===== src/pctls_pkg.sv =====
/*
 * Package for the PWM combiner, logic-source and status block: register
 * offsets, field positions, reset values and shared functions.
 * Assumes a 32-bit Avalon-MM register bus with byte addresses.
 */
package pctls_pkg;

   // ************************************************************
   // Sizes
   // ************************************************************
   localparam int NUM_GEN   = 8;
   localparam int NUM_LOGIC = 6;
   localparam int ADDR_W    = 8;
   localparam int DATA_W    = 32;
   localparam int REG_W     = 16;
   localparam int SEL_W     = 4;

   // ************************************************************
   // Register offsets (byte addresses, one word per register)
   // ************************************************************
   localparam logic [7:0] OFS_COMBO_CYCLE_ACTIVE_FLAG  = 8'h00;
   localparam logic [7:0] OFS_LOGIC_BASE  = 8'h04;
   localparam logic [7:0] OFS_STATUS_BASE = 8'h20;

   // ************************************************************
   // Field positions
   // ************************************************************
   localparam int LOG_SRC1_LSB = 12;
   localparam int LOG_SRC2_LSB = 8;
   localparam int LOG_INV1_BIT = 7;
   localparam int LOG_INV2_BIT = 6;
   localparam int STAT_CAP_BIT   = 5;
   localparam int STAT_UPD_BIT   = 4;
   localparam int STAT_REQ_BIT   = 3;
   localparam int STAT_PUSHPULL_PHASE_FLAG_BIT = 2;
   localparam int STAT_HALF_BIT  = 1;
   localparam int STAT_CYCLE_ACTIVE_FLAG_BIT  = 0;

   // ************************************************************
   // Reset values and writable masks
   // ************************************************************
   localparam logic [15:0] COMBO_RESET = 16'h0000;
   localparam logic [15:0] COMBO_MASK  = 16'h00FF;
   localparam logic [15:0] LOGIC_RESET = 16'h0000;
   localparam logic [15:0] LOGIC_MASK  = 16'hFFF7;
   localparam logic [7:0]  GEN_PRESENT_ALL = 8'hFF;

   // ************************************************************
   // Shared functions
   // ************************************************************
   // Byte-lane merge of a 16-bit register, masked to its writable bits
   function automatic logic [15:0] merge_write(
      input logic [15:0] old_val,
      input logic [31:0] wdata,
      input logic [3:0]  be,
      input logic [15:0] mask);
      logic [15:0] res;
      res = old_val;
      if (be[0])
      begin
         res[7:0] = wdata[7:0];
      end
      if (be[1])
      begin
         res[15:8] = wdata[15:8];
      end
      return res & mask;
   endfunction : merge_write

   // Even codes pick a high output, odd codes a low output
   function automatic logic pick_source(
      input logic [15:0] sigs,
      input logic [3:0]  code);
      return sigs[code];
   endfunction : pick_source

endpackage : pctls_pkg


===== src/pctls_top.sv =====
/*
 * PWM combination trigger, combinatorial logic source selection and
 * per-generator status, reached over Avalon-MM with waitrequest.
 * Assumes the eight generators run on i_ref_clk and drive their
 * trigger, output and status signals as plain same-clock levels.
 */
// The Avalon-MM interface to the registers and the register offsets were decided locally.
// Overview of operation
// - Each logic instance picks two sources by 4-bit codes, odd codes low.
// - A code naming an absent generator channel feeds logic zero.
// - Capture flag sets once the time base is latched.
// - Writing one requests a capture; flag blocks captures until cleared.
// - Pending update reads one and blocks user data register writes.
// - Writing update-request sets pending; the request bit reads zero.
// - Steering bit reads one in second push-pull cycle.
// - Half bit reads one in second half of a center-aligned cycle.
// - Trigger bit reads one while a PWM cycle is in progress.
`timescale 1ns/1ps
module pctls_top
   import pctls_pkg::*;
#(
   parameter int         LOGIC_COUNT = 6,
   parameter logic [7:0] GEN_PRESENT = 8'hFF
)
(
   input  wire logic                         i_ref_clk,
   input  wire logic                         i_srst,
   input  wire logic [pctls_pkg::ADDR_W-1:0] i_avs_address,
   input  wire logic                         i_avs_read,
   input  wire logic                         i_avs_write,
   input  wire logic [pctls_pkg::DATA_W-1:0] i_avs_writedata,
   input  wire logic [3:0]                   i_avs_byteenable,
   output logic      [pctls_pkg::DATA_W-1:0] o_avs_readdata,
   output logic                              o_avs_waitrequest,
   input  wire logic [pctls_pkg::NUM_GEN-1:0] i_gen_cycle_active_flag_out,
   input  wire logic [pctls_pkg::NUM_GEN-1:0] i_gen_high_out,
   input  wire logic [pctls_pkg::NUM_GEN-1:0] i_gen_low_out,
   input  wire logic [pctls_pkg::NUM_GEN-1:0] i_gen_capture_event,
   input  wire logic [pctls_pkg::NUM_GEN-1:0] i_gen_update_done,
   input  wire logic [pctls_pkg::NUM_GEN-1:0] i_gen_pushpull_phase,
   input  wire logic [pctls_pkg::NUM_GEN-1:0] i_gen_center_half,
   input  wire logic [pctls_pkg::NUM_GEN-1:0] i_gen_cycle_active,
   output logic                              o_combo_cycle_active_flag_a,
   output logic      [LOGIC_COUNT-1:0]       o_logic_src_one,
   output logic      [LOGIC_COUNT-1:0]       o_logic_src_two,
   output logic      [pctls_pkg::NUM_GEN-1:0] o_sw_capture_req,
   output logic      [pctls_pkg::NUM_GEN-1:0] o_capture_allow,
   output logic      [pctls_pkg::NUM_GEN-1:0] o_data_refresh_req,
   output logic      [pctls_pkg::NUM_GEN-1:0] o_data_write_block
);
   import pctls_pkg::*;

   // ************************************************************
   // Types and storage
   // ************************************************************
   typedef enum logic [1:0] {
      BUS_IDLE = 2'b01,
      BUS_ACK  = 2'b10
   } pctls_bus_state_type;

   pctls_bus_state_type bus_state_reg;
   pctls_bus_state_type bus_state_next;

   logic [15:0]        combo_trigger_low_enables_reg;
   logic [15:0]        combo_logic_control_y_reg [LOGIC_COUNT];
   logic [NUM_GEN-1:0] cap_reg;
   logic [NUM_GEN-1:0] cap_next;
   logic [NUM_GEN-1:0] pend_reg;
   logic [NUM_GEN-1:0] pend_next;
   logic [NUM_GEN-1:0] pushpull_phase_flag_reg;
   logic [NUM_GEN-1:0] center_half_flag_reg;
   logic [NUM_GEN-1:0] cycle_active_flag_reg;

   logic               commit_wr;
   logic               is_combo;
   logic               is_logic;
   logic               is_status;
   logic [7:0]         rel_logic;
   logic [7:0]         rel_status;
   logic [2:0]         logic_idx;
   logic [2:0]         status_idx;
   logic [NUM_GEN-1:0] stat_wr;
   logic [NUM_GEN-1:0] cap_req_wr;
   logic [NUM_GEN-1:0] cap_clr_wr;
   logic [NUM_GEN-1:0] refresh_wr;
   logic [NUM_GEN-1:0] cycle_active_flag_masked;
   logic               cycle_active_flag_any;
   logic [31:0]        rd_mux;

   // ************************************************************
   // Address decode
   // ************************************************************
   // Unmapped words read zero and swallow writes, so software probing
   // the map never hangs the bus.
   always_comb
   begin
      rel_logic  = i_avs_address - OFS_LOGIC_BASE;
      rel_status = i_avs_address - OFS_STATUS_BASE;
      logic_idx  = rel_logic[4:2];
      status_idx = rel_status[4:2];
      is_combo   = (i_avs_address == OFS_COMBO_CYCLE_ACTIVE_FLAG);
      is_logic   = (i_avs_address[1:0] == 2'h0) &&
                   (i_avs_address >= OFS_LOGIC_BASE) &&
                   (rel_logic[7:2] < 6'(LOGIC_COUNT));
      is_status  = (i_avs_address[1:0] == 2'h0) &&
                   (i_avs_address >= OFS_STATUS_BASE) &&
                   (rel_status[7:2] < 6'(NUM_GEN));
   end

   // ************************************************************
   // Bus handshake
   // ************************************************************
   // Every access takes one wait cycle; read data is captured on
   // entry to the acknowledge cycle and stands while waitrequest is low.
   always_comb
   begin
      case (bus_state_reg)
         BUS_IDLE:
         begin
            bus_state_next = (i_avs_read || i_avs_write) ? BUS_ACK
                                                         : BUS_IDLE;
         end
         BUS_ACK:
         begin
            bus_state_next = BUS_IDLE;
         end
         default:
         begin
            bus_state_next = BUS_IDLE;
         end
      endcase
   end

   always_ff @(posedge i_ref_clk)
   begin
      if (i_srst)
      begin
         bus_state_reg     <= BUS_IDLE;
         o_avs_waitrequest <= 1'b1;
      end
      else
      begin
         bus_state_reg     <= bus_state_next;
         o_avs_waitrequest <= (bus_state_next != BUS_ACK);
      end
   end

   assign commit_wr = (bus_state_reg == BUS_ACK) && i_avs_write;

   always_comb
   begin
      rd_mux = 32'h0000_0000;
      if (is_combo)
      begin
         rd_mux[15:0] = combo_trigger_low_enables_reg;
      end
      else if (is_logic)
      begin
         rd_mux[15:0] = combo_logic_control_y_reg[logic_idx];
      end
      else if (is_status)
      begin
         rd_mux[STAT_CAP_BIT]   = cap_reg[status_idx];
         rd_mux[STAT_UPD_BIT]   = pend_reg[status_idx];
         rd_mux[STAT_REQ_BIT]   = 1'b0;
         rd_mux[STAT_PUSHPULL_PHASE_FLAG_BIT] = pushpull_phase_flag_reg[status_idx];
         rd_mux[STAT_HALF_BIT]  = center_half_flag_reg[status_idx];
         rd_mux[STAT_CYCLE_ACTIVE_FLAG_BIT]  = cycle_active_flag_reg[status_idx];
      end
   end

   always_ff @(posedge i_ref_clk)
   begin
      if (i_srst)
      begin
         o_avs_readdata <= 32'h0000_0000;
      end
      else if (bus_state_reg == BUS_IDLE && i_avs_read)
      begin
         o_avs_readdata <= rd_mux;
      end
   end

   // ************************************************************
   // Configuration registers
   // ************************************************************
   always_ff @(posedge i_ref_clk)
   begin
      if (i_srst)
      begin
         combo_trigger_low_enables_reg <= COMBO_RESET;
      end
      else if (commit_wr && is_combo)
      begin
         combo_trigger_low_enables_reg <= merge_write(
            combo_trigger_low_enables_reg, i_avs_writedata,
            i_avs_byteenable, COMBO_MASK);
      end
   end

   always_ff @(posedge i_ref_clk)
   begin
      if (i_srst)
      begin
         for (int y = 0; y < LOGIC_COUNT; y++)
         begin
            combo_logic_control_y_reg[y] <= LOGIC_RESET;
         end
      end
      else if (commit_wr && is_logic)
      begin
         combo_logic_control_y_reg[logic_idx] <= merge_write(
            combo_logic_control_y_reg[logic_idx], i_avs_writedata,
            i_avs_byteenable, LOGIC_MASK);
      end
   end

   // ************************************************************
   // Combination trigger A
   // ************************************************************
   assign cycle_active_flag_masked = i_gen_cycle_active_flag_out &
                        combo_trigger_low_enables_reg[NUM_GEN-1:0];
   assign cycle_active_flag_any    = |cycle_active_flag_masked;

   always_ff @(posedge i_ref_clk)
   begin
      if (i_srst)
      begin
         o_combo_cycle_active_flag_a <= 1'b0;
      end
      else
      begin
         o_combo_cycle_active_flag_a <= cycle_active_flag_any;
      end
   end

   // ************************************************************
   // Logic source instances
   // ************************************************************
   for (genvar y = 0; y < LOGIC_COUNT; y++)
   begin : g_cell
      pctls_logic_cell #(
         .GEN_PRESENT (GEN_PRESENT)
      ) u_cell (
         .i_ref_clk  (i_ref_clk),
         .i_srst     (i_srst),
         .i_high_out (i_gen_high_out),
         .i_low_out  (i_gen_low_out),
         .i_sel_one  (combo_logic_control_y_reg[y][LOG_SRC1_LSB +: SEL_W]),
         .i_sel_two  (combo_logic_control_y_reg[y][LOG_SRC2_LSB +: SEL_W]),
         .i_inv_one  (combo_logic_control_y_reg[y][LOG_INV1_BIT]),
         .i_inv_two  (combo_logic_control_y_reg[y][LOG_INV2_BIT]),
         .o_src_one  (o_logic_src_one[y]),
         .o_src_two  (o_logic_src_two[y])
      );
   end

   // ************************************************************
   // Generator status
   // ************************************************************
   // A hardware set wins over a software clear in the same cycle only while the flag is clear; once it is set, the clear wins.
   always_comb
   begin
      for (int g = 0; g < NUM_GEN; g++)
      begin
         stat_wr[g]    = commit_wr && is_status && (status_idx == 3'(g)) &&
                         i_avs_byteenable[0];
         cap_req_wr[g] = stat_wr[g] && i_avs_writedata[STAT_CAP_BIT];
         cap_clr_wr[g] = stat_wr[g] && !i_avs_writedata[STAT_CAP_BIT];
         refresh_wr[g] = stat_wr[g] && i_avs_writedata[STAT_REQ_BIT];
         cap_next[g]   = cap_reg[g];
         if (i_gen_capture_event[g] && !cap_reg[g])
         begin
            cap_next[g] = 1'b1;
         end
         else if (cap_clr_wr[g])
         begin
            cap_next[g] = 1'b0;
         end
         pend_next[g] = pend_reg[g];
         if (refresh_wr[g])
         begin
            pend_next[g] = 1'b1;
         end
         else if (i_gen_update_done[g])
         begin
            pend_next[g] = 1'b0;
         end
      end
   end

   always_ff @(posedge i_ref_clk)
   begin
      if (i_srst)
      begin
         cap_reg          <= '0;
         o_capture_allow  <= '1;
         o_sw_capture_req <= '0;
      end
      else
      begin
         cap_reg          <= cap_next;
         o_capture_allow  <= ~cap_next;
         o_sw_capture_req <= cap_req_wr & ~cap_reg;
      end
   end

   always_ff @(posedge i_ref_clk)
   begin
      if (i_srst)
      begin
         pend_reg           <= '0;
         o_data_write_block <= '0;
         o_data_refresh_req <= '0;
      end
      else
      begin
         pend_reg           <= pend_next;
         o_data_write_block <= pend_next;
         o_data_refresh_req <= refresh_wr;
      end
   end

   always_ff @(posedge i_ref_clk)
   begin
      if (i_srst)
      begin
         pushpull_phase_flag_reg <= '0;
         center_half_flag_reg    <= '0;
         cycle_active_flag_reg   <= '0;
      end
      else
      begin
         pushpull_phase_flag_reg <= i_gen_pushpull_phase;
         center_half_flag_reg    <= i_gen_center_half;
         cycle_active_flag_reg   <= i_gen_cycle_active;
      end
   end
endmodule : pctls_top


===== src/pctls_logic_cell.sv =====
/*
 * One combinatorial logic instance: selects two of sixteen PWM outputs
 * and applies per-source polarity. Outputs are registered.
 * Assumes generator outputs come from logic on the same clock.
 */
`timescale 1ns/1ps
module pctls_logic_cell
   import pctls_pkg::*;
#(
   parameter logic [7:0] GEN_PRESENT = 8'hFF
)
(
   input  wire logic                  i_ref_clk,
   input  wire logic                  i_srst,
   input  wire logic [pctls_pkg::NUM_GEN-1:0] i_high_out,
   input  wire logic [pctls_pkg::NUM_GEN-1:0] i_low_out,
   input  wire logic [pctls_pkg::SEL_W-1:0] i_sel_one,
   input  wire logic [pctls_pkg::SEL_W-1:0] i_sel_two,
   input  wire logic                  i_inv_one,
   input  wire logic                  i_inv_two,
   output logic                       o_src_one,
   output logic                       o_src_two
);
   import pctls_pkg::*;

   logic [15:0] sigs;

   // Absent channels are forced low before selection
   always_comb
   begin
      for (int g = 0; g < NUM_GEN; g++)
      begin
         sigs[2*g]   = i_high_out[g] & GEN_PRESENT[g];
         sigs[2*g+1] = i_low_out[g] & GEN_PRESENT[g];
      end
   end

   always_ff @(posedge i_ref_clk)
   begin
      if (i_srst)
      begin
         o_src_one <= 1'b0;
         o_src_two <= 1'b0;
      end
      else
      begin
         o_src_one <= pick_source(sigs, i_sel_one) ^ i_inv_one;
         o_src_two <= pick_source(sigs, i_sel_two) ^ i_inv_two;
      end
   end

   // ************************************************************
   // Assertions
   // ************************************************************
   logic absent_one;
   assign absent_one = !GEN_PRESENT[i_sel_one[3:1]];
endmodule : pctls_logic_cell


===== config.mk =====
export PLATFORM = sky130hd
export DESIGN_NAME = pctls_top
export DESIGN_NICKNAME = d
export VERILOG_FILES = /design/src/pctls_pkg.sv /design/src/pctls_top.sv /design/src/pctls_logic_cell.sv
export SDC_FILE = /design/constraint.sdc
export NUM_CORES = 1
export LEC_CHECK = 0
export ABC_AREA = 1
export BUFFER_PORTS_ARGS = -buffer_cell sky130_fd_sc_hd__buf_4
export CORE_MARGIN = 2
export CORE_UTILIZATION = 55
export DETAILED_ROUTE_END_ITERATION = 10
export GPL_TIMING_DRIVEN = 1
export PLACE_DENSITY_LB_ADDON = 0.3
export SYNTH_ARGS = -nofsm -noshare
export SYNTH_HDL_FRONTEND = slang
export SYNTH_SLANG_ARGS = --single-unit

===== constraint.sdc =====
create_clock -name i_ref_clk -period 11.6 [get_ports i_ref_clk]
set_input_delay 1.74 -clock i_ref_clk [delete_from_list [all_inputs] [get_ports i_ref_clk]]
set_output_delay 1.74 -clock i_ref_clk [all_outputs]
set_load 0.05 [all_outputs]

==> flow_summary.toml, run 1 <==
[cts]
cts.sinks = 223
clock_tree.buffer_depth = 3
htreeDepth = 1
root_buffer = "clkbuf_16"
clk_latency_ns = 0.53
holdBufCountCts = 0
numCtsBuffers = 24
post_cts_resized = 0
tritoncts = "built"
postCtsSetupBuffers = 0
clkTransAtPathRegs_ns = 0.06

[grt]
grt_overflow = 0
grt_max_degree = 68
antenna_found_initial = 0
grt_pass1_vias = 9788
gr-usage-met1 = 0.3655
grt_usage = 0.2874
grt-busiest-layer = "met2"
grt_use_met3 = 0.04251
grt_pass1_wl_mm = 50.03
grtUsageMet2 = 0.4776

[floorplanning]
fp-row-count = 53
io_pins = 190
die_h_um = 149.0
coreArea_mm2 = 0.02082
die_x_um = 149.0
die_area_mm2 = 0.02221
start_util = 0.5557

[synthesis]
yosysSeqAreaShare = 0.4896
ys_ff_latch = 223
synth_top_area_frac = 0.3114
yosys-top-cells-area = "edfxtp_1, dfxtp_1, nand2_1, nor2_1, o21ai_0"
syn_area_mm2 = 0.01157
synth_area_per_cell_um2 = 7.980
netlist-cell-type-count = 40
synth_top_cell_by_area = "edfxtp_1"
ys_warn_count = 0
synthCells = 1450

[drt]
drt_first_pass_iters = 6
wl_per_cell_um = 17.53
routed_wl_mm = 32.36
via_per_inst = 5.655
drtIter0Drc = 961
drc = 0
final_antenna_net_count = 0
via_count = 10440

[sta]
relSlewSlack = 0.2576
holdWs_ns = 0.4535
finalHoldViolations = 0
slew_violations = 0
post-route-period-util = 0.4782
grt_setup_unrepaired = "false"
tightest_slew_ns = 1.110
skew_ns = 0.02479
clock.fmax_mhz = 180.3
fin_crit_ns = 5.547
finalSetupTns_ns = 0
setup_viol = 0

[placed_design]
post-dp-hpwl_mm = 21.52
gp_congestion = 0.9112
port_buffers = 155

[critical_path]
reg2reg_slack_ns = 8.83
crit_path_max_fanout = 67
r2r-end = "combo_logic_control_y_reg[2][13]"
arrival_ns = 5.69
start_kind = "input port"
path_class = "input port to flop"
cp.required_ns = 11.74
r2r_cells = 8
r2r-start = "bus_state_reg[1]"
end_kind = "flop"

[pwr]
power.leakage_nw = 5.663
p_per_area_mw_per_mm2 = 144.9
ir_drop_v = 0.00009876
power_mw = 1.952

[finish]
largest_register_ffs = 120
n_antenna_cell = 0
register_area_mm2 = 0.005665
fill_cells = 1745
final_nets = 1673
syn2layout_area_growth_pct = 16.40
final_layout_size_suffix_gt1_frac = 0.1579
multi_input_area_mm2 = 0.004896

[hold_path]
min_path_cells = 1
worstHoldStart = "cap_reg[1]"
hold_path.class = "flop to flop"
hold_end = "o_sw_capture_req[1]"

[job]
drv_cap = 0

[outcome]
outcome = "complete, no violations"
layer usage:
metal / up-vias / routed length, um
met5: - / 0
met4: 0 / 1711
met3: 124 / 2634
met2: 508 / 15420
met1: 4798 / 12590
li1: 5010 / -
layout by cell type (no fill, tap or decap), types with 12 or more instances in the layout:
cell and instances:
nor2_2 21, nand2_1 263, nand3_1 108, o211ai_1 62, o22ai_1 14, clkbuf_16 25
nor3_1 12, dfxtp_1 103, conb_1 46, buf_4 162, nor2_1 184, edfxtp_1 120
inv_1 121, a21oi_1 102, o21ai_0 132
through the flow:
step | worst slack (ns) | area, um^2 | cells | util
2_1_floorplan | 6.635 | 11740 | 1495 | -
3_3_place_gp | 5.655 | 12630 | 1802 | 0.6067
3_5_place_dp | 5.660 | 12630 | 1802 | 0.6067
4_1_cts | 6.156 | 13470 | 1846 | 0.6469
5_1_grt | 5.809 | 13470 | 1846 | 0.6469
6_report | 6.053 | 13470 | 1846 | 0.6469
worst max-delay path, stage by stage:
cell and delay (ns):
buf_4 0.25, inv_2 0.08, buf_4 0.60, ha_1 0.38
ha_1 0.15, buf_4 0.26, o21ai_0 0.15, inv_1 0.09
nand2_1 0.08, nor2_4 0.15, nand4_4 0.37, nor2_8 0.32
nand3_4 0.25, nand2_1 0.66
logic make-up (layout without fill, tap and decap cells):
kind of cell | Yosys count | in the layout | share of synthesized area
and+or+nand+nor | 623 | 623 | 0.2375
AOI/OAI and AO/OA | 328 | 328 | 0.1610
buffers and inverters | 266 | 342 | 0.1022
DFF | 223 | 223 | 0.4896
adders and majority gates | 8 | 8 | 0.008651
other | 1 | 46 | 0.0003241
xor gates and xnor gates | 1 | 1 | 0.0007571
power by group:
part,total (mW),internal (mW),leakage [nW],switching [mW]
Clock,0.804,0.482,0.410,0.322
Sequential,0.881,0.859,2.09,0.0211
Combinational,0.268,0.0825,3.17,0.185
synth_stat cells:
cell type and count:
o21a_1 5, xor2_1 1, o32ai_1 4, a221oi_1 2, inv_2 10, nand4_1 10
nand3_2 2, clkbuf_1 69, nand3_1 108, nor3b_1 6, nand4_4 1, nand2_2 1
nand2_1 263, conb_1 1, buf_1 4, ha_1 8, buf_4 30, a31oi_1 3
nand3b_1 4, clkinv_1 4, nor2_1 184, nor3_4 1, or2_2 1, o22ai_1 14
nor2_8 1, inv_1 122, nor2_4 3, nor3_1 12, o21ai_0 133, a22o_1 2
nand3_4 4, o21bai_1 1, buf_6 6, edfxtp_1 120, a21oi_1 102, buf_2 21
and3_1 1, dfxtp_1 103, nor2_2 21, o211ai_1 62
layout make-up:
type / instances / share of cell area
clock buffers: 31 / 0.05035
clock inverters: 13 / 0.01180
inverters: 136 / 0.03790
multi-input cells: 1006 / 0.3635
flip-flops and latches: 223 / 0.4206
well taps: 275 / 0.02555
repair buffers: 162 / 0.09029
worst max path at each step:
stage / from / end / slack (ns) / cells past startpoint
after floorplan: i_avs_address[2] / combo_logic_control_y_reg[5][0] / 6.63 / 13
after global placement: i_avs_address[2] / combo_logic_control_y_reg[2][10] / 5.65 / 14
after detailed placement: i_avs_address[2] / combo_logic_control_y_reg[2][7] / 5.66 / 14
after CTS: i_avs_address[2] / combo_logic_control_y_reg[2][6] / 6.16 / 14
after global routing: i_avs_address[2] / combo_logic_control_y_reg[2][13] / 5.81 / 14
final: i_avs_address[2] / combo_logic_control_y_reg[2][13] / 6.05 / 14
Power figures use the tool's default switching activity.
==> inputs of run 2 (changes only) <==
--- a/config.mk
+++ b/config.mk
@@ -5,7 +5,7 @@
 export SDC_FILE = /design/constraint.sdc
 export NUM_CORES = 1
 export LEC_CHECK = 0
-export ABC_AREA = 1
+export ABC_AREA = 0
 export BUFFER_PORTS_ARGS = -buffer_cell sky130_fd_sc_hd__buf_4
 export CORE_MARGIN = 2
 export CORE_UTILIZATION = 55
==> constraint.sdc (replaced) <==
create_clock -name i_ref_clk -period 5.2 [get_ports i_ref_clk]
set_input_delay 0.78 -clock i_ref_clk [delete_from_list [all_inputs] [get_ports i_ref_clk]]
set_output_delay 0.78 -clock i_ref_clk [all_outputs]
set_load 0.05 [all_outputs]
==> run 2 against run 1 <==
Against the previous run:
- setup slack got worse by 4.8 ns
- non-clock buffer count up 4
- clock-buffer cell count up 2
- clock skew down 0.0062 ns
- largest power group unchanged
- global-route usage is 1.2 points lower
- critical path type unchanged
- worst hold slack improved by 0.0045 ns
- clock power is 130% higher
==> flow_summary.toml, run 2 <==
[synthesis]
synth_edf_count = 120
netlist-cell-type-count = 58
async_flop_share = 0
synth_common_cells = "nor2_1, edfxtp_1, dfxtp_1"
yosysSeqAreaShare = 0.5245
syn_area_mm2 = 0.01080
ys_ff_latch = 223
synth-xor-area-share = 0.01378
synth-simple-area-share = 0.1146
synth_top_family_by_area = "multiplexers"
yosys-top-cells-area = "edfxtp_1, dfxtp_1, mux4_2, nor2_1, mux2i_1"
synth_area_per_cell_um2 = 12.53
synth_top_cell_by_area = "edfxtp_1"
post-synth-top-count-cell = "nor2_1"
synth_ff_type = "edfxtp_1"
synth_top_area_frac = 0.3336
synth_compound_area_frac = 0.06452
synth_adder_area_share = 0.009267
synthCells = 862
ys_warn_count = 0
synth_mux_area_frac = 0.2234

[critical_path]
r2r_cells = 4
r2r-end = "combo_logic_control_y_reg[6][12]"
cp.required_ns = 5.52
cp-endpoint = "combo_logic_control_y_reg[6][12]"
r2r-start = "o_avs_waitrequest"
cp_slowest_stage_delay_ns = 0.82
path_class = "input port to flop"
cp_common_cell = "nor2_1"
end_kind = "flop"
path_cells = "buf_4, inv_1, ha_1, nor2_1, nor3_1, and3_1, nand3_1, nor2_1"
arrival_ns = 4.23
worst_path_max_delay_cell = "ha_1"
start_kind = "input port"
crit_path_max_fanout = 25
cp-startpoint = "i_avs_address[2]"
reg2reg_slack_ns = 3.01

[cts]
cts.sinks = 223
numCtsBuffers = 25
tritoncts = "built"
htreeDepth = 1
clk_latency_ns = 0.53
root_buffer = "clkbuf_16"
postCtsSetupBuffers = 0
holdBufCountCts = 0
post_cts_resized = 0
clkTransAtPathRegs_ns = 0.06
clock_tree.buffer_depth = 3

[placed_design]
gp_congestion = 0.8976
placed_cell_area_mm2 = 0.01208
port_buffers = 155
dpl.cell_count = 1253
post-dp-hpwl_mm = 19.60

[grt]
grt_overflow = 0
grt_max_degree = 76
antenna_found_initial = 0
grt_usage = 0.2751
grt_pass1_vias = 7463
grt_pass1_wl_mm = 42.96

[pwr]
swShare = 0.2504
p_int_mw = 3.284
p_per_area_mw_per_mm2 = 338.7
clkPwrFrac = 0.416
power_mw = 4.382
p_sw_mw = 1.097
seqPwrFrac = 0.448
ir_drop_v = 0.0002598
combPwrFrac = 0.137
power.leakage_nw = 5.188

[finish]
largest_register_ffs = 120
finish.instance_area_mm2 = 0.01294
fin_cells = 1298
layout.cells.most_common_list = "buf_4, nor2_1, edfxtp_1, dfxtp_1, mux4_2"
n_antenna_cell = 0
mostFrequentLayoutCell = "buf_4"
syn2layout_area_growth_pct = 19.77
final_layout_size_suffix_gt1_frac = 0.2904
fill_cells = 1487
final_nets = 1135

[sta]
grt_setup_unrepaired = "false"
setup_viol = 0
skew_ns = 0.01858
relSlewSlack = 0.2986
clock.fmax_mhz = 255.3
slew_violations = 0
tightest_slew_ns = 1.048
fin_crit_ns = 3.917
finalHoldViolations = 0
post-route-period-util = 0.7533
finalSetupTns_ns = 0

[drt]
drtIter0Drc = 730
via_per_inst = 5.978
final_antenna_net_count = 0
drt_first_pass_iters = 5
routed_wl_mm = 28.60
wl_per_cell_um = 22.03
via_count = 7760
drc = 0

[floorplanning]
coreArea_mm2 = 0.01940
die_area_mm2 = 0.02078
fp-row-count = 51
die_h_um = 144.1
die_x_um = 144.1
io_pins = 190
start_util = 0.5568

[outcome]
outcome = "complete, no violations"

[hold_path]
hold_path.class = "flop to flop"

[job]
drv_cap = 0
## run 2: layer usage
metal  global-route usage  wire length (um)  part of all wire
met1               0.3621             10960              0.38
met5                    0                 0                 0
met3              0.06556              3236              0.11
met4              0.09044               965             0.034
met2               0.4544             13440              0.47
## run 2: per-stage QoR
stage,hold WS (ns),util,worst slack (ns)
2_1_floorplan,0.4383,-,1.065
3_3_place_gp,0.4368,0.6229,0.8557
3_5_place_dp,0.4449,0.6229,0.7763
4_1_cts,0.4528,0.6669,1.325
5_1_grt,0.4548,0.6669,1.027
6_report,0.4580,0.6669,1.283
## run 2: final cells by class
cell class / count / area (um^2) / share of cell area
Tap cell: 265 / 331.6 / 0.02563
Sequential cell: 223 / 5665 / 0.4379
Timing Repair Buffer: 166 / 1246 / 0.09633
Clock inverter: 12 / 167.7 / 0.01296
Clock buffer: 33 / 685.7 / 0.05300
Inverter: 15 / 56.30 / 0.004352
Multi-Input combinational cell: 584 / 4785 / 0.3698
## run 2: worst min-delay path by stage
stage                            startpoint                         end  slack [ns]  cells past startpoint
finish                   o_avs_readdata[10]          o_avs_readdata[10]        0.46                      2
global route        i_gen_pushpull_phase[7]  pushpull_phase_flag_reg[7]        0.45                      2
CTS                    i_gen_center_half[2]     center_half_flag_reg[2]        0.45                      2
detailed placement        o_avs_readdata[8]           o_avs_readdata[8]        0.44                      2
global placement          o_avs_readdata[8]           o_avs_readdata[8]        0.44                      2
floorplan                        cap_reg[3]         o_sw_capture_req[3]        0.44                      1
## run 2: kinds of logic after synthesis
family          count (synthesis)
simple gates                  273
buf+inv                       100
mux                           142
xor+xnor                       17
fa+ha+maj                       8
other cells                     1
compound gates                 98
flops                         223
## run 2: power groups by stage
stage | clock network [mW] | logic [mW] | registers [mW]
floorplan | 0 | 0.389 | 2.02
global placement | 0 | 0.585 | 2.00
detailed placement | 0 | 0.590 | 2.00
CTS | 1.85 | 0.593 | 1.96
global route | 1.92 | 0.635 | 1.97
finish | 1.82 | 0.599 | 1.96
## run 2: worst max-delay path: cells and delay by family
kind | cells | cell delay, ns
AND/OR/NAND/NOR | 5 | 2.12
adder cells (fa/ha/maj) | 1 | 0.82
buffers and inverters | 2 | 0.47
==> inputs of run 3 (changes only) <==
==> constraint.sdc (replaced) <==
create_clock -name i_ref_clk -period 3.8 [get_ports i_ref_clk]
set_input_delay 0.57 -clock i_ref_clk [delete_from_list [all_inputs] [get_ports i_ref_clk]]
set_output_delay 0.57 -clock i_ref_clk [all_outputs]
set_load 0.05 [all_outputs]
==> run 3 against run 2 <==
Against the previous run:
- clock-buffer cell count increased by 4
- clock power increased by 30%
- routed wire length increased by 0.37%
- critical path depth increased by 2
- combinational power increased by 39%
- sequential cell count unchanged
- utilization increased by 0.10 points
- sequential power increased by 37%
- die area unchanged
- cell count increased by 0.54%
- setup slack got worse by 0.39 ns
- via count decreased by 0.23%
- highest routed layer unchanged
==> flow_summary.toml, run 3 (synthesis results as in run 2) <==
[floorplanning]
io_pins = 190
die_h_um = 144.1
start_util = 0.5568
die_x_um = 144.1
fp-row-count = 51
coreArea_mm2 = 0.01940
die_area_mm2 = 0.02078

[grt]
grt_pass1_wl_mm = 42.68
grt_max_degree = 76
antenna_found_initial = 0
grt_pass1_vias = 7587
grt_usage = 0.2756
grt_overflow = 0

[drt]
via_per_inst = 5.933
met1Wirelength_mm = 10.79
drc = 0
drtIter0Drc = 715
wl_met3_mm = 3.126
drt_first_pass_iters = 5
routed_wl_mm = 28.70
final_antenna_net_count = 0
wl_met2_mm = 14.01
top_layer = "met4"
via_count = 7742
wl_per_cell_um = 21.99

[pwr]
p_int_mw = 4.402
p_per_area_mw_per_mm2 = 453.8
combPwrFrac = 0.141
ir_drop_v = 0.0003651
p_sw_mw = 1.478
clkPwrFrac = 0.402
swShare = 0.2514
seqPwrFrac = 0.456
power.leakage_nw = 5.215

[finish]
fill_cells = 1455
n_antenna_cell = 0
finish.instance_area_mm2 = 0.01296
final_nets = 1143
multi_input_area_mm2 = 0.004785
final_layout_size_suffix_gt1_frac = 0.2962
register_area_mm2 = 0.005665
fin_cells = 1305
largest_register_ffs = 120
utilization = 0.6680
mostFrequentLayoutCell = "buf_4"
syn2layout_area_growth_pct = 19.96
layout.cells.most_common_list = "buf_4, nor2_1, edfxtp_1, dfxtp_1, mux4_2"

[cts]
holdBufCountCts = 0
cts.sinks = 223
clk_latency_ns = 0.52
numCtsBuffers = 24
postCtsSetupBuffers = 0
root_buffer = "clkbuf_16"
htreeDepth = 1
post_cts_resized = 0
tritoncts = "built"
clkTransAtPathRegs_ns = 0.06
clock_tree.buffer_depth = 3

[critical_path]
end_kind = "flop"
arrival_ns = 3.25
r2r_cells = 4
start_kind = "input port"
path_class = "input port to flop"
crit_path_max_fanout = 15
path_cells = "buf_4, inv_1, ha_1, ha_1, nor2_1, buf_4, nor3_1, nand3_1, or4b_1, nor2_1"
cp_slowest_stage_delay_ns = 0.98
cp.required_ns = 4.14
worst_path_max_delay_cell = "or4b_1"

[placed_design]
post-dp-hpwl_mm = 19.74
placed_cell_area_mm2 = 0.01215
dpl.cell_count = 1262
gp_congestion = 0.8846
port_buffers = 155

[hold_path]
hold_path.class = "input port to flop"
min_path_cells = 2

[sta]
clock.fmax_mhz = 343.7
slew_violations = 0
skew_ns = 0.02068
relSlewSlack = 0.2926
finalHoldViolations = 0
tightest_slew_ns = 1.061
setup_viol = 0
fin_crit_ns = 2.910
grt_setup_unrepaired = "false"
post-route-period-util = 0.7657

[job]
drv_cap = 0

[outcome]
outcome = "complete, no violations"
-- run 3: power groups by stage --
stage | clock network [mW] | registers [mW] | logic, mW
floorplan | 0 | 2.76 | 0.533
finish | 2.36 | 2.68 | 0.832
detailed placement | 0 | 2.73 | 0.817
global placement | 0 | 2.73 | 0.808
global route | 2.50 | 2.69 | 0.878
CTS | 2.39 | 2.68 | 0.823
-- run 3: layout make-up --
type / count / share of cell area
inverter: 15 / 0.004345
sequential: 223 / 0.4372
tap: 265 / 0.02559
timing repair buffer: 175 / 0.1014
multi-input combinational: 584 / 0.3693
clock inverter: 6 / 0.006470
clock buffer: 37 / 0.05572
-- run 3: worst paths after layout --
path | end | slack [ns] | startpoint
max | combo_logic_control_y_reg[0][8] | 0.89 | i_avs_address[3]
min | cycle_active_flag_reg[2] | 0.26 | i_gen_cycle_active[2]
max reg2reg | combo_logic_control_y_reg[0][8] | 1.68 | o_avs_waitrequest
min reg2reg | o_avs_readdata[10] | 0.45 | o_avs_readdata[10]
-- run 3: stage by stage --
step | hold slack [ns] | setup TNS, ns | setup slack, ns | power (mW)
final | 0.2616 | 0 | 0.8902 | 5.880
after global routing | 0.2594 | 0 | 0.7162 | 6.068
after CTS | 0.2491 | 0 | 0.9124 | 5.897
after detailed placement | 0.4434 | 0 | 0.4382 | 3.552
after global placement | 0.4360 | 0 | 0.5240 | 3.538
after floorplan | 0.4383 | -6.334 | -0.1247 | 3.297
-- run 3: routing by layer --
layer	GRT usage	vias up
met5	0	-
met4	0.07001	0
met3	0.05795	59
met2	0.4810	468
met1	0.3540	3757
li1	-	3458
-- run 3: critical path: cells and delay by family --
kind,cells,cell delay [ns]
simple gates,5,1.75
buf+inv,3,0.40
fa+ha+maj,2,0.51
